[config.mk]
export PLATFORM = sky130hd
export DESIGN_NAME = debug_and_boundary_scan_port
export DESIGN_NICKNAME = d
export VERILOG_FILES = /design/src/logic/dbg_port_pkg.sv /design/src/logic/debug_and_boundary_scan_port.sv /design/src/logic/dbg_sync2.sv
export SDC_FILE = /design/constraint.sdc
export NUM_CORES = 1
export LEC_CHECK = 0
export ABC_AREA = 1
export BUFFER_PORTS_ARGS = -buffer_cell sky130_fd_sc_hd__buf_2
export CORE_AREA = 2 2 142 109
export CTS_BUF_LIST = sky130_fd_sc_hd__clkbuf_4 sky130_fd_sc_hd__clkbuf_8
export CTS_CLUSTER_DIAMETER = 30
export DETAILED_ROUTE_END_ITERATION = 10
export DIE_AREA = 0 0 144 111
export PLACE_DENSITY = 0.85
export SYNTH_ARGS = -nofsm -noshare
export SYNTH_HDL_FRONTEND = slang
export SYNTH_SLANG_ARGS = --single-unit
[constraint.sdc]
create_clock -name CLK_SYS_I -period 3 [get_ports CLK_SYS_I]
set_clock_uncertainty 0.2 [all_clocks]
set_input_delay 0.6 -clock CLK_SYS_I [delete_from_list [all_inputs] [get_ports CLK_SYS_I]]
set_output_delay 0.6 -clock CLK_SYS_I [all_outputs]
set_load 0.02 [all_outputs]
[src/logic/dbg_port_pkg.sv]
// shared constants, codes and carrier types of the debug and scan port
package dbg_port_pkg;
  localparam int BSR_LEN = 8;
  localparam int IR_LEN = 4;
  localparam int DR_LEN = 32;
  localparam int SYNC_W = 7;

  // instruction codes
  localparam logic [3:0] IR_EXTEST = 4'h0;
  localparam logic [3:0] IR_SAMPLE = 4'h1;
  localparam logic [3:0] IR_SCAN_N = 4'h2;
  localparam logic [3:0] IR_INTEST = 4'hc;
  localparam logic [3:0] IR_IDCODE = 4'he;
  localparam logic [3:0] IR_BYPASS = 4'hf;
  localparam logic [3:0] IR_CAPTURE = 4'h1;

  // scan chain numbers written through the chain select register
  localparam logic [3:0] CHAIN_INSN = 4'h1;
  localparam logic [3:0] CHAIN_DREG = 4'h2;
  localparam logic [3:0] SCAN_SEL_RST = 4'h0;

  // identification fields; values arbitrary
  localparam int ID_VER_LSB = 28;
  localparam int ID_PART_LSB = 12;
  localparam int ID_MFR_LSB = 1;
  localparam logic [3:0] ID_VERSION = 4'h3;
  localparam logic [15:0] ID_PART = 16'h1234;
  localparam logic [10:0] ID_MFR = 11'h2a5;
  localparam logic ID_MARKER = 1'b1;
  localparam logic [31:0] SCAN_IDCODE = (32'(ID_VERSION) << ID_VER_LSB)
    | (32'(ID_PART) << ID_PART_LSB) | (32'(ID_MFR) << ID_MFR_LSB) | 32'(ID_MARKER);
  // processor id and chip id; values arbitrary
  localparam logic [31:0] PROC_ID = 32'h4d3c_2b1a;
  localparam logic [31:0] CHIP_ID = 32'h6e70_0a10;

  // power-on hold of the debug logic
  localparam int CLK_PERIOD_NS = 20;
  localparam int POR_TIME_NS = 320;
  localparam int POR_CYCLES = (POR_TIME_NS + CLK_PERIOD_NS - 1) / CLK_PERIOD_NS;
  localparam logic [4:0] POR_CNT_RST = 5'(POR_CYCLES);

  typedef enum logic [3:0] {
    TAP_RESET = 4'h0, TAP_IDLE = 4'h1, TAP_SEL_DR = 4'h3, TAP_CAP_DR = 4'h2,
    TAP_SH_DR = 4'h6, TAP_EX1_DR = 4'h7, TAP_PAU_DR = 4'h5, TAP_EX2_DR = 4'h4,
    TAP_UPD_DR = 4'hc, TAP_SEL_IR = 4'hd, TAP_CAP_IR = 4'hf, TAP_SH_IR = 4'he,
    TAP_EX1_IR = 4'ha, TAP_PAU_IR = 4'hb, TAP_EX2_IR = 4'h9, TAP_UPD_IR = 4'h8
  } tap_state_t;

  typedef enum logic [2:0] {
    DR_BYPASS = 3'h0, DR_IDCODE = 3'h1, DR_BSR = 3'h3, DR_SCANSEL = 3'h2,
    DR_INSN = 3'h6, DR_DREG = 3'h7
  } dr_kind_t;

  // words handed to the processor core
  typedef struct packed {
    logic [31:0] insn;
    logic insn_valid;
    logic [31:0] dreg;
    logic dreg_valid;
  } dbg_out_t;
endpackage

[src/logic/debug_and_boundary_scan_port.sv]
// test access port with debug chains, boundary scan and identification
`timescale 1ns/1ns
module debug_and_boundary_scan_port (
  input wire logic CLK_SYS_I,                   // master clock, 50 MHz
  input wire logic CHIP_RESET_N_I,                      // chip reset, active low
  input wire logic FACTORY_TEST_PIN_I,          // factory test pin
  input wire logic PORT_MODE_SELECTION_I,       // 0 debug, 1 boundary scan
  input wire logic DEBUG_LOGIC_RESET_N_I,       // debug logic reset pin
  input wire logic TCK_I,                       // test clock pin
  input wire logic TMS_I,                       // test mode select pin
  input wire logic TDI_I,                       // test data in pin
  output logic TDO_O,                           // test data out
  output logic TDO_OE_O,                        // test data out enable
  output logic RETURNED_TEST_CLOCK_O,           // returned test clock
  output logic BSC_MODE_O,                      // latched scan mode
  input wire logic [7:0] PAD_IN_I,              // pin levels seen by cells
  input wire logic [7:0] CORE_PAD_OUT_I,        // core levels for pins
  output logic [7:0] PAD_OUT_O,                 // levels driven to pins
  input wire logic [31:0] CORE_DATA_I,          // core data for capture
  output dbg_port_pkg::dbg_out_t DBG_O,         // words to the core
  input wire logic COMM_CHANNEL_TX_FLAG_I,      // comm channel tx flag
  input wire logic COMM_CHANNEL_RX_FLAG_I,      // comm channel rx flag
  output logic COMM_IRQ_O,                      // comm channel interrupt
  input wire logic SYS_ACCESS_BLOCK_I,          // block debug system access
  output logic [31:0] CHIP_ID_O,                // chip identification
  input wire logic DEBUG_SERIAL_RX_I,           // serial receive pin
  output logic DEBUG_SERIAL_TX_O,               // serial transmit pin
  output logic SERIAL_RX_LEVEL_O,               // receive level to channel
  input wire logic SERIAL_TX_LEVEL_I            // transmit level from channel
);
  typedef struct packed {
    dbg_port_pkg::tap_state_t st;
    logic [3:0] ir;
    logic [3:0] ir_sh;
    logic [31:0] dr_sh;
    logic [7:0] bsr_upd;
    logic [7:0] pad_out;
    logic [3:0] scan_sel;
    dbg_port_pkg::dbg_out_t dout;
    logic tdo;
    logic tdo_oe;
    logic returned_test_clock;
    logic tck_prev;
    logic [4:0] por_cnt;
    logic bsc_mode;
    logic mode_valid;
    logic irq;
    logic tx;
  } state_t;

  state_t q;
  state_t d;
  logic [6:0] sync_s;
  logic tck_s, tms_s, tdi_s, trst_n_s, sel_s, test_s, rx_s;
  logic tck_rise, tck_fall;
  dbg_port_pkg::dr_kind_t kind;

  dbg_sync2 #(.W(dbg_port_pkg::SYNC_W)) u_sync (
    .clk_i(CLK_SYS_I),
    .chip_reset_n_i(CHIP_RESET_N_I),
    .async_i({TCK_I, TMS_I, TDI_I, DEBUG_LOGIC_RESET_N_I, PORT_MODE_SELECTION_I,
      FACTORY_TEST_PIN_I, DEBUG_SERIAL_RX_I}),
    .sync_o(sync_s)
  );
  assign {tck_s, tms_s, tdi_s, trst_n_s, sel_s, test_s, rx_s} = sync_s;
  assign tck_rise = tck_s & ~q.tck_prev;
  assign tck_fall = ~tck_s & q.tck_prev;

  function automatic dbg_port_pkg::tap_state_t next_st(dbg_port_pkg::tap_state_t s,
      logic tms);
    dbg_port_pkg::tap_state_t n;
    n = s;
    unique case (s)
      dbg_port_pkg::TAP_RESET: n = tms ? dbg_port_pkg::TAP_RESET : dbg_port_pkg::TAP_IDLE;
      dbg_port_pkg::TAP_IDLE: n = tms ? dbg_port_pkg::TAP_SEL_DR : dbg_port_pkg::TAP_IDLE;
      dbg_port_pkg::TAP_SEL_DR: n = tms ? dbg_port_pkg::TAP_SEL_IR : dbg_port_pkg::TAP_CAP_DR;
      dbg_port_pkg::TAP_CAP_DR: n = tms ? dbg_port_pkg::TAP_EX1_DR : dbg_port_pkg::TAP_SH_DR;
      dbg_port_pkg::TAP_SH_DR: n = tms ? dbg_port_pkg::TAP_EX1_DR : dbg_port_pkg::TAP_SH_DR;
      dbg_port_pkg::TAP_EX1_DR: n = tms ? dbg_port_pkg::TAP_UPD_DR : dbg_port_pkg::TAP_PAU_DR;
      dbg_port_pkg::TAP_PAU_DR: n = tms ? dbg_port_pkg::TAP_EX2_DR : dbg_port_pkg::TAP_PAU_DR;
      dbg_port_pkg::TAP_EX2_DR: n = tms ? dbg_port_pkg::TAP_UPD_DR : dbg_port_pkg::TAP_SH_DR;
      dbg_port_pkg::TAP_UPD_DR: n = tms ? dbg_port_pkg::TAP_SEL_DR : dbg_port_pkg::TAP_IDLE;
      dbg_port_pkg::TAP_SEL_IR: n = tms ? dbg_port_pkg::TAP_RESET : dbg_port_pkg::TAP_CAP_IR;
      dbg_port_pkg::TAP_CAP_IR: n = tms ? dbg_port_pkg::TAP_EX1_IR : dbg_port_pkg::TAP_SH_IR;
      dbg_port_pkg::TAP_SH_IR: n = tms ? dbg_port_pkg::TAP_EX1_IR : dbg_port_pkg::TAP_SH_IR;
      dbg_port_pkg::TAP_EX1_IR: n = tms ? dbg_port_pkg::TAP_UPD_IR : dbg_port_pkg::TAP_PAU_IR;
      dbg_port_pkg::TAP_PAU_IR: n = tms ? dbg_port_pkg::TAP_EX2_IR : dbg_port_pkg::TAP_PAU_IR;
      dbg_port_pkg::TAP_EX2_IR: n = tms ? dbg_port_pkg::TAP_UPD_IR : dbg_port_pkg::TAP_SH_IR;
      dbg_port_pkg::TAP_UPD_IR: n = tms ? dbg_port_pkg::TAP_SEL_DR : dbg_port_pkg::TAP_IDLE;
    endcase
    return n;
  endfunction

  // shift right, new bit enters at the top of the selected length
  function automatic logic [31:0] shift_dr(logic [31:0] v, int len, logic b);
    logic [31:0] r;
    r = '0;
    for (int i = 0; i < 32; i++) begin
      if (i == len - 1) begin
        r[i] = b;
      end else if (i < len - 1) begin
        r[i] = v[i + 1];
      end
    end
    return r;
  endfunction

  // selected data register from mode and instruction
  always_comb begin
    kind = dbg_port_pkg::DR_BYPASS;
    if (q.bsc_mode) begin
      if (q.ir == dbg_port_pkg::IR_EXTEST || q.ir == dbg_port_pkg::IR_SAMPLE) begin
        kind = dbg_port_pkg::DR_BSR;
      end else if (q.ir == dbg_port_pkg::IR_IDCODE) begin
        kind = dbg_port_pkg::DR_IDCODE;
      end
    end else begin
      if (q.ir == dbg_port_pkg::IR_IDCODE) begin
        kind = dbg_port_pkg::DR_IDCODE;
      end else if (q.ir == dbg_port_pkg::IR_SCAN_N) begin
        kind = dbg_port_pkg::DR_SCANSEL;
      end else if (q.ir == dbg_port_pkg::IR_INTEST) begin
        if (q.scan_sel == dbg_port_pkg::CHAIN_INSN) begin
          kind = dbg_port_pkg::DR_INSN;
        end else if (q.scan_sel == dbg_port_pkg::CHAIN_DREG) begin
          kind = dbg_port_pkg::DR_DREG;
        end
      end
    end
  end

  always_comb begin
    d = q;
    d.tck_prev = tck_s;
    d.dout.insn_valid = 1'b0;
    d.dout.dreg_valid = 1'b0;
    d.returned_test_clock = q.mode_valid & ~q.bsc_mode & tck_s;
    d.irq = COMM_CHANNEL_TX_FLAG_I | COMM_CHANNEL_RX_FLAG_I;
    d.tx = SERIAL_TX_LEVEL_I;
    d.pad_out = (q.bsc_mode && q.ir == dbg_port_pkg::IR_EXTEST) ? q.bsr_upd
      : CORE_PAD_OUT_I;
    if (q.por_cnt != 5'h00) begin
      d.por_cnt = q.por_cnt - 5'h01;
    end
    if (!q.mode_valid && q.por_cnt == 5'h00) begin
      d.bsc_mode = sel_s;
      d.mode_valid = 1'b1;
    end
    if (q.por_cnt != 5'h00 || !trst_n_s || !q.mode_valid) begin
      d.st = dbg_port_pkg::TAP_RESET;
      d.ir = dbg_port_pkg::IR_IDCODE;
      d.tdo_oe = 1'b0;
    end else if (tck_rise) begin
      d.st = next_st(q.st, tms_s);
      unique case (q.st)
        dbg_port_pkg::TAP_RESET: begin
          d.ir = dbg_port_pkg::IR_IDCODE;
          d.scan_sel = dbg_port_pkg::SCAN_SEL_RST;
        end
        dbg_port_pkg::TAP_CAP_IR: d.ir_sh = dbg_port_pkg::IR_CAPTURE;
        dbg_port_pkg::TAP_SH_IR: d.ir_sh = {tdi_s, q.ir_sh[3:1]};
        dbg_port_pkg::TAP_UPD_IR: d.ir = q.ir_sh;
        dbg_port_pkg::TAP_SEL_IR: begin
          // high TMS here enters reset, which must reselect identification
          if (tms_s) begin
            d.ir = dbg_port_pkg::IR_IDCODE;
            d.scan_sel = dbg_port_pkg::SCAN_SEL_RST;
          end
        end
        dbg_port_pkg::TAP_CAP_DR: begin
          unique case (kind)
            dbg_port_pkg::DR_BYPASS: d.dr_sh = '0;
            dbg_port_pkg::DR_IDCODE: d.dr_sh = q.bsc_mode ? dbg_port_pkg::SCAN_IDCODE
              : dbg_port_pkg::PROC_ID;
            dbg_port_pkg::DR_BSR: d.dr_sh = {24'h000000, PAD_IN_I};
            dbg_port_pkg::DR_SCANSEL: d.dr_sh = {28'h0000000, q.scan_sel};
            dbg_port_pkg::DR_INSN: d.dr_sh = CORE_DATA_I;
            dbg_port_pkg::DR_DREG: d.dr_sh = {27'h0, test_s, SYS_ACCESS_BLOCK_I,
              COMM_CHANNEL_RX_FLAG_I, COMM_CHANNEL_TX_FLAG_I, 1'b1};
          endcase
        end
        dbg_port_pkg::TAP_SH_DR: begin
          unique case (kind)
            dbg_port_pkg::DR_BYPASS: d.dr_sh = shift_dr(q.dr_sh, 1, tdi_s);
            dbg_port_pkg::DR_BSR: d.dr_sh = shift_dr(q.dr_sh, dbg_port_pkg::BSR_LEN, tdi_s);
            dbg_port_pkg::DR_SCANSEL: d.dr_sh = shift_dr(q.dr_sh, dbg_port_pkg::IR_LEN, tdi_s);
            default: d.dr_sh = shift_dr(q.dr_sh, dbg_port_pkg::DR_LEN, tdi_s);
          endcase
        end
        dbg_port_pkg::TAP_UPD_DR: begin
          if (kind == dbg_port_pkg::DR_BSR) begin
            d.bsr_upd = q.dr_sh[7:0];
          end else if (kind == dbg_port_pkg::DR_SCANSEL) begin
            d.scan_sel = q.dr_sh[3:0];
          end else if (kind == dbg_port_pkg::DR_INSN && !SYS_ACCESS_BLOCK_I) begin
            d.dout.insn = q.dr_sh;
            d.dout.insn_valid = 1'b1;
          end else if (kind == dbg_port_pkg::DR_DREG && !SYS_ACCESS_BLOCK_I) begin
            d.dout.dreg = q.dr_sh;
            d.dout.dreg_valid = 1'b1;
          end
        end
        default: begin
        end
      endcase
    end else if (tck_fall) begin
      // data out changes on the falling test clock edge
      d.tdo_oe = (q.st == dbg_port_pkg::TAP_SH_IR) || (q.st == dbg_port_pkg::TAP_SH_DR);
      d.tdo = (q.st == dbg_port_pkg::TAP_SH_IR) ? q.ir_sh[0] : q.dr_sh[0];
    end
  end

  always_ff @(posedge CLK_SYS_I or negedge CHIP_RESET_N_I) begin
    if (!CHIP_RESET_N_I) begin
      q <= '0;
      q.st <= dbg_port_pkg::TAP_RESET;
      q.ir <= dbg_port_pkg::IR_IDCODE;
      q.scan_sel <= dbg_port_pkg::SCAN_SEL_RST;
      q.por_cnt <= dbg_port_pkg::POR_CNT_RST;
      q.tx <= 1'b1;
    end else begin
      q <= d;
    end
  end

  assign TDO_O = q.tdo;
  assign TDO_OE_O = q.tdo_oe;
  assign RETURNED_TEST_CLOCK_O = q.returned_test_clock;
  assign BSC_MODE_O = q.bsc_mode;
  assign PAD_OUT_O = q.pad_out;
  assign DBG_O = q.dout;
  assign COMM_IRQ_O = q.irq;
  assign CHIP_ID_O = dbg_port_pkg::CHIP_ID;
  assign DEBUG_SERIAL_TX_O = q.tx;
  assign SERIAL_RX_LEVEL_O = rx_s;
endmodule

[src/logic/dbg_sync2.sv]
// two-flop synchroniser for a group of asynchronous inputs
`timescale 1ns/1ns
module dbg_sync2 #(
  parameter int W = 1
) (
  input wire logic clk_i,           // sampling clock
  input wire logic chip_reset_n_i,          // async reset, active low
  input wire logic [W-1:0] async_i, // inputs from outside the domain
  output logic [W-1:0] sync_o       // synchronised levels
);
  typedef struct packed {
    logic [W-1:0] s1;
    logic [W-1:0] s2;
  } sync_t;

  sync_t q;
  sync_t d;

  always_comb begin
    d = q;
    d.s1 = async_i;
    d.s2 = q.s1;
  end

  always_ff @(posedge clk_i or negedge chip_reset_n_i) begin
    if (!chip_reset_n_i) begin
      q <= '0;
    end else begin
      q <= d;
    end
  end

  assign sync_o = q.s2;
endmodule

==> impl_metrics.env <==
export IMPL_crit_chain="inv_1 > ha_1 > inv_1 > nor2_2 > nand2_2 > nor2_4 > nand3_4 > nor2_8 > nand3_2 > buf_4 > nand2_1 > a21boi_0"
export IMPL_grt_overflow_total=0
export IMPL_n_fill_cell=1329
export IMPL_area_growth_synth_to_final_pct=7.896
export IMPL_die_h_um=111
export IMPL_cts_num_sinks=157
export IMPL_seq_area_frac_synth=0.4987
export IMPL_finalPower_w=0.003977
export IMPL_synth_edff_count=0
export IMPL_grt_total_usage=0.2262
export IMPL_hold_class="input pin to register"
export IMPL_yosys_warnings=0
export IMPL_dp_hpwl_um=12730
export IMPL_syn_cell_area_um2=7891
export IMPL_crit_top_cell="inv_1"
export IMPL_clkLatencyLatePin_ns=0.45
export IMPL_cts_resized=0
export IMPL_avgViaCountPerCell=4.999
export IMPL_yosysMostFrequentCell="nand2_1"
export IMPL_worstMarginPinSlew_ns=0.6215
export IMPL_cts_max_path_buffers=2
export IMPL_coreArea_um2=14790
export IMPL_ir_drop_uv=336.8
export IMPL_start_util=0.5337
export IMPL_ys_ff_latch=157
export IMPL_insertedDiodeCount=0
export IMPL_cp_start_kind="register"
export IMPL_synth_distinct_cells=42
export IMPL_ys_top_cells_by_area="dfrtp_1, buf_4, nand2_1, o21ai_2, inv_1"
export IMPL_grt_pass1_vias=5554
export IMPL_grt_busiest_layer="met2"
export IMPL_met1_usage=0.3292
export IMPL_numCtsBuffers=17
export IMPL_die_w_um=144
export IMPL_tns_ns=0
export IMPL_drc_errors=0
export IMPL_hold_violations=0
export IMPL_final_nets=1015
export IMPL_syn_inst=884
export IMPL_maxCapViolCount=0
export IMPL_crit_path_top_delay_cell="dfrtp_1"
export IMPL_drt_pre_antenna_iters=6
export IMPL_use_met2=0.3365
export IMPL_setup_viol=0
export IMPL_ios=174
export IMPL_clkTransAtPathRegs_ns=0.07
export IMPL_outcome="complete, no violations"
export IMPL_p_leak_nw=4.399
export IMPL_worst_ep_arrival_time_ns=2.82
export IMPL_cts_max_level=4
export IMPL_max_slew_margin=0.5857
export IMPL_async_flop_share=1.000
export IMPL_wl_per_cell_um=14.78
export IMPL_grt_first_pass_wirelength_um=27830
export IMPL_met3_usage=0.04622
export IMPL_drive_gt1_frac=0.2681
export IMPL_slew_viol_final=0
export IMPL_numPortBuffers=141
export IMPL_drtIter0Drc=502
export IMPL_postSynthAreaPerCell_um2=8.927
export IMPL_synth_top_area_share=0.4820
export IMPL_synth_area_leader_cell="dfrtp_1"
export IMPL_cts_tree="done"
export IMPL_critical_path_max_fanout=36
export IMPL_antenna_found_initial=0
export IMPL_synth_flop_cell="dfrtp_1"
export IMPL_rsz0062_at_grt="false"
export IMPL_slowest_delay_ns=0.38
export IMPL_drt_wl_total_um=17310
export IMPL_drtAntennaViolNets=0
export IMPL_power_density_nw_per_um2=467.1
export IMPL_root_buffer="clkbuf_8"
export IMPL_ys_top_cells_by_count="nand2_1, dfrtp_1, buf_4, inv_1, nor2_1"
export IMPL_grt_max_degree=67
export IMPL_critPathRequiredTime_ns=3.15
export IMPL_vias=5854
export IMPL_fin_crit_sh=0.8904
export IMPL_min_period_ns=2.671
export IMPL_cp_num_buf_inv=3
export IMPL_crit_type="register to register"
export IMPL_rows=39
export IMPL_end_kind="register"
export IMPL_path_delay_family="simple AND/OR/NAND/NOR gates"
export IMPL_gp_congestion=0.9876
export IMPL_die_area_um2=15980
export IMPL_fmax_mhz=374.4
[layout by cell type (no fill, tap or decap), types with 2 or more instances in the layout]
cell type,n
o21ai_0,25
nor3_1,5
a21boi_0,15
bufinv_16,2
a31oi_1,11
inv_1,80
buf_4,8
dfstp_2,5
nor4_1,3
buf_2,140
a22oi_1,8
nand3_1,30
nand3_2,2
dfrtp_1,152
nand4_1,2
nor2_4,2
clkbuf_4,5
o21ai_2,46
nor2_2,3
nand2_1,215
a21oi_1,34
conb_1,32
o22ai_1,7
mux2_2,8
o21ai_1,18
nand2_2,3
buf_12,3
clkinv_2,3
nor2_1,54
a211oi_1,2
clkbuf_8,21
a21boi_1,6
[where the power goes]
part	internal [W]	switching [W]
logic	0.0000676	0.000161
clock network	0.000871	0.000725
registers	0.00214	0.0000119
total	0.00308	0.000897
[per-stage QoR]
step | setup WS [ns] | instance area (um2) | util | std cells | hold slack (ns)
after floorplan | 0.7173 | 8004 | - | 914 | 0.1044
after global placement | 0.5495 | 8095 | 0.5475 | 1138 | 0.1330
after detailed placement | 0.3987 | 8095 | 0.5475 | 1138 | 0.1347
after CTS | 0.3421 | 8514 | 0.5759 | 1171 | 0.01125
after global routing | 0.09968 | 8514 | 0.5759 | 1171 | 0.02080
final | 0.3289 | 8514 | 0.5759 | 1171 | 0.04391
[worst paths after layout]
path / from / slack [ns] / end / depth (start not counted)
max: q[4] / 0.33 / q[120] / 12
min: SERIAL_TX_LEVEL_I / 0.04 / DEBUG_SERIAL_TX_O / 1
max reg2reg: q[4] / 0.33 / q[120] / 12
min reg2reg: u_sync.d[1] / 0.15 / u_sync.sync_o[1] / 0
max in group asynchronous: CHIP_RESET_N_I / 1.39 / q[110] / 3
min in group asynchronous: CHIP_RESET_N_I / 0.51 / DBG_O[2] / 2
[cell families after synthesis]
| family | count (synthesis) | synth area share |
|---|---|---|
| flops | 157 | 0.4987 |
| compound gates | 175 | 0.1468 |
| simple gates | 324 | 0.1733 |
| fa+ha+maj | 1 | 0.001585 |
| xor+xnor | 1 | 0.001110 |
| mux | 8 | 0.01142 |
| buf+inv | 216 | 0.1662 |
| other cells | 2 | 0.0009517 |
[what timing repair did]
action,in CTS,in global routing
endpoints found under the hold margin,58,0
buffers inserted,0,0
hold buffers,1,0
[area by class of cell]
type | count | area [um2] | share of cell area
clock buffers | 26 | 326.6 | 0.03835
repair buffers | 153 | 842.1 | 0.09890
inverters | 83 | 314.1 | 0.03688
well taps | 205 | 256.5 | 0.03012
flip-flops and latches | 157 | 3935 | 0.4622
clock inverters | 6 | 82.58 | 0.009699
multi-input cells | 541 | 2758 | 0.3239
[metal layers]
layer | vias to the layer above | routed length [um] | share of wire
li1 | 2855 | - | -
met3 | 28 | 1238 | 0.072
met2 | 243 | 7659 | 0.44
met1 | 2728 | 8074 | 0.47
met4 | 0 | 339 | 0.020
met5 | - | 0 | 0
[flip-flops by register name, summed over array words and instances (netlist names)]
signal / flops
DBG_O: 66
q: 63
PAD_OUT_O: 8
u_sync.d: 7
u_sync.sync_o: 7
BSC_MODE_O: 1
COMM_IRQ_O: 1
DEBUG_SERIAL_TX_O: 1
RETURNED_TEST_CLOCK_O: 1
TDO_O: 1
TDO_OE_O: 1
Note: power is estimated with default switching activity, not from simulation.
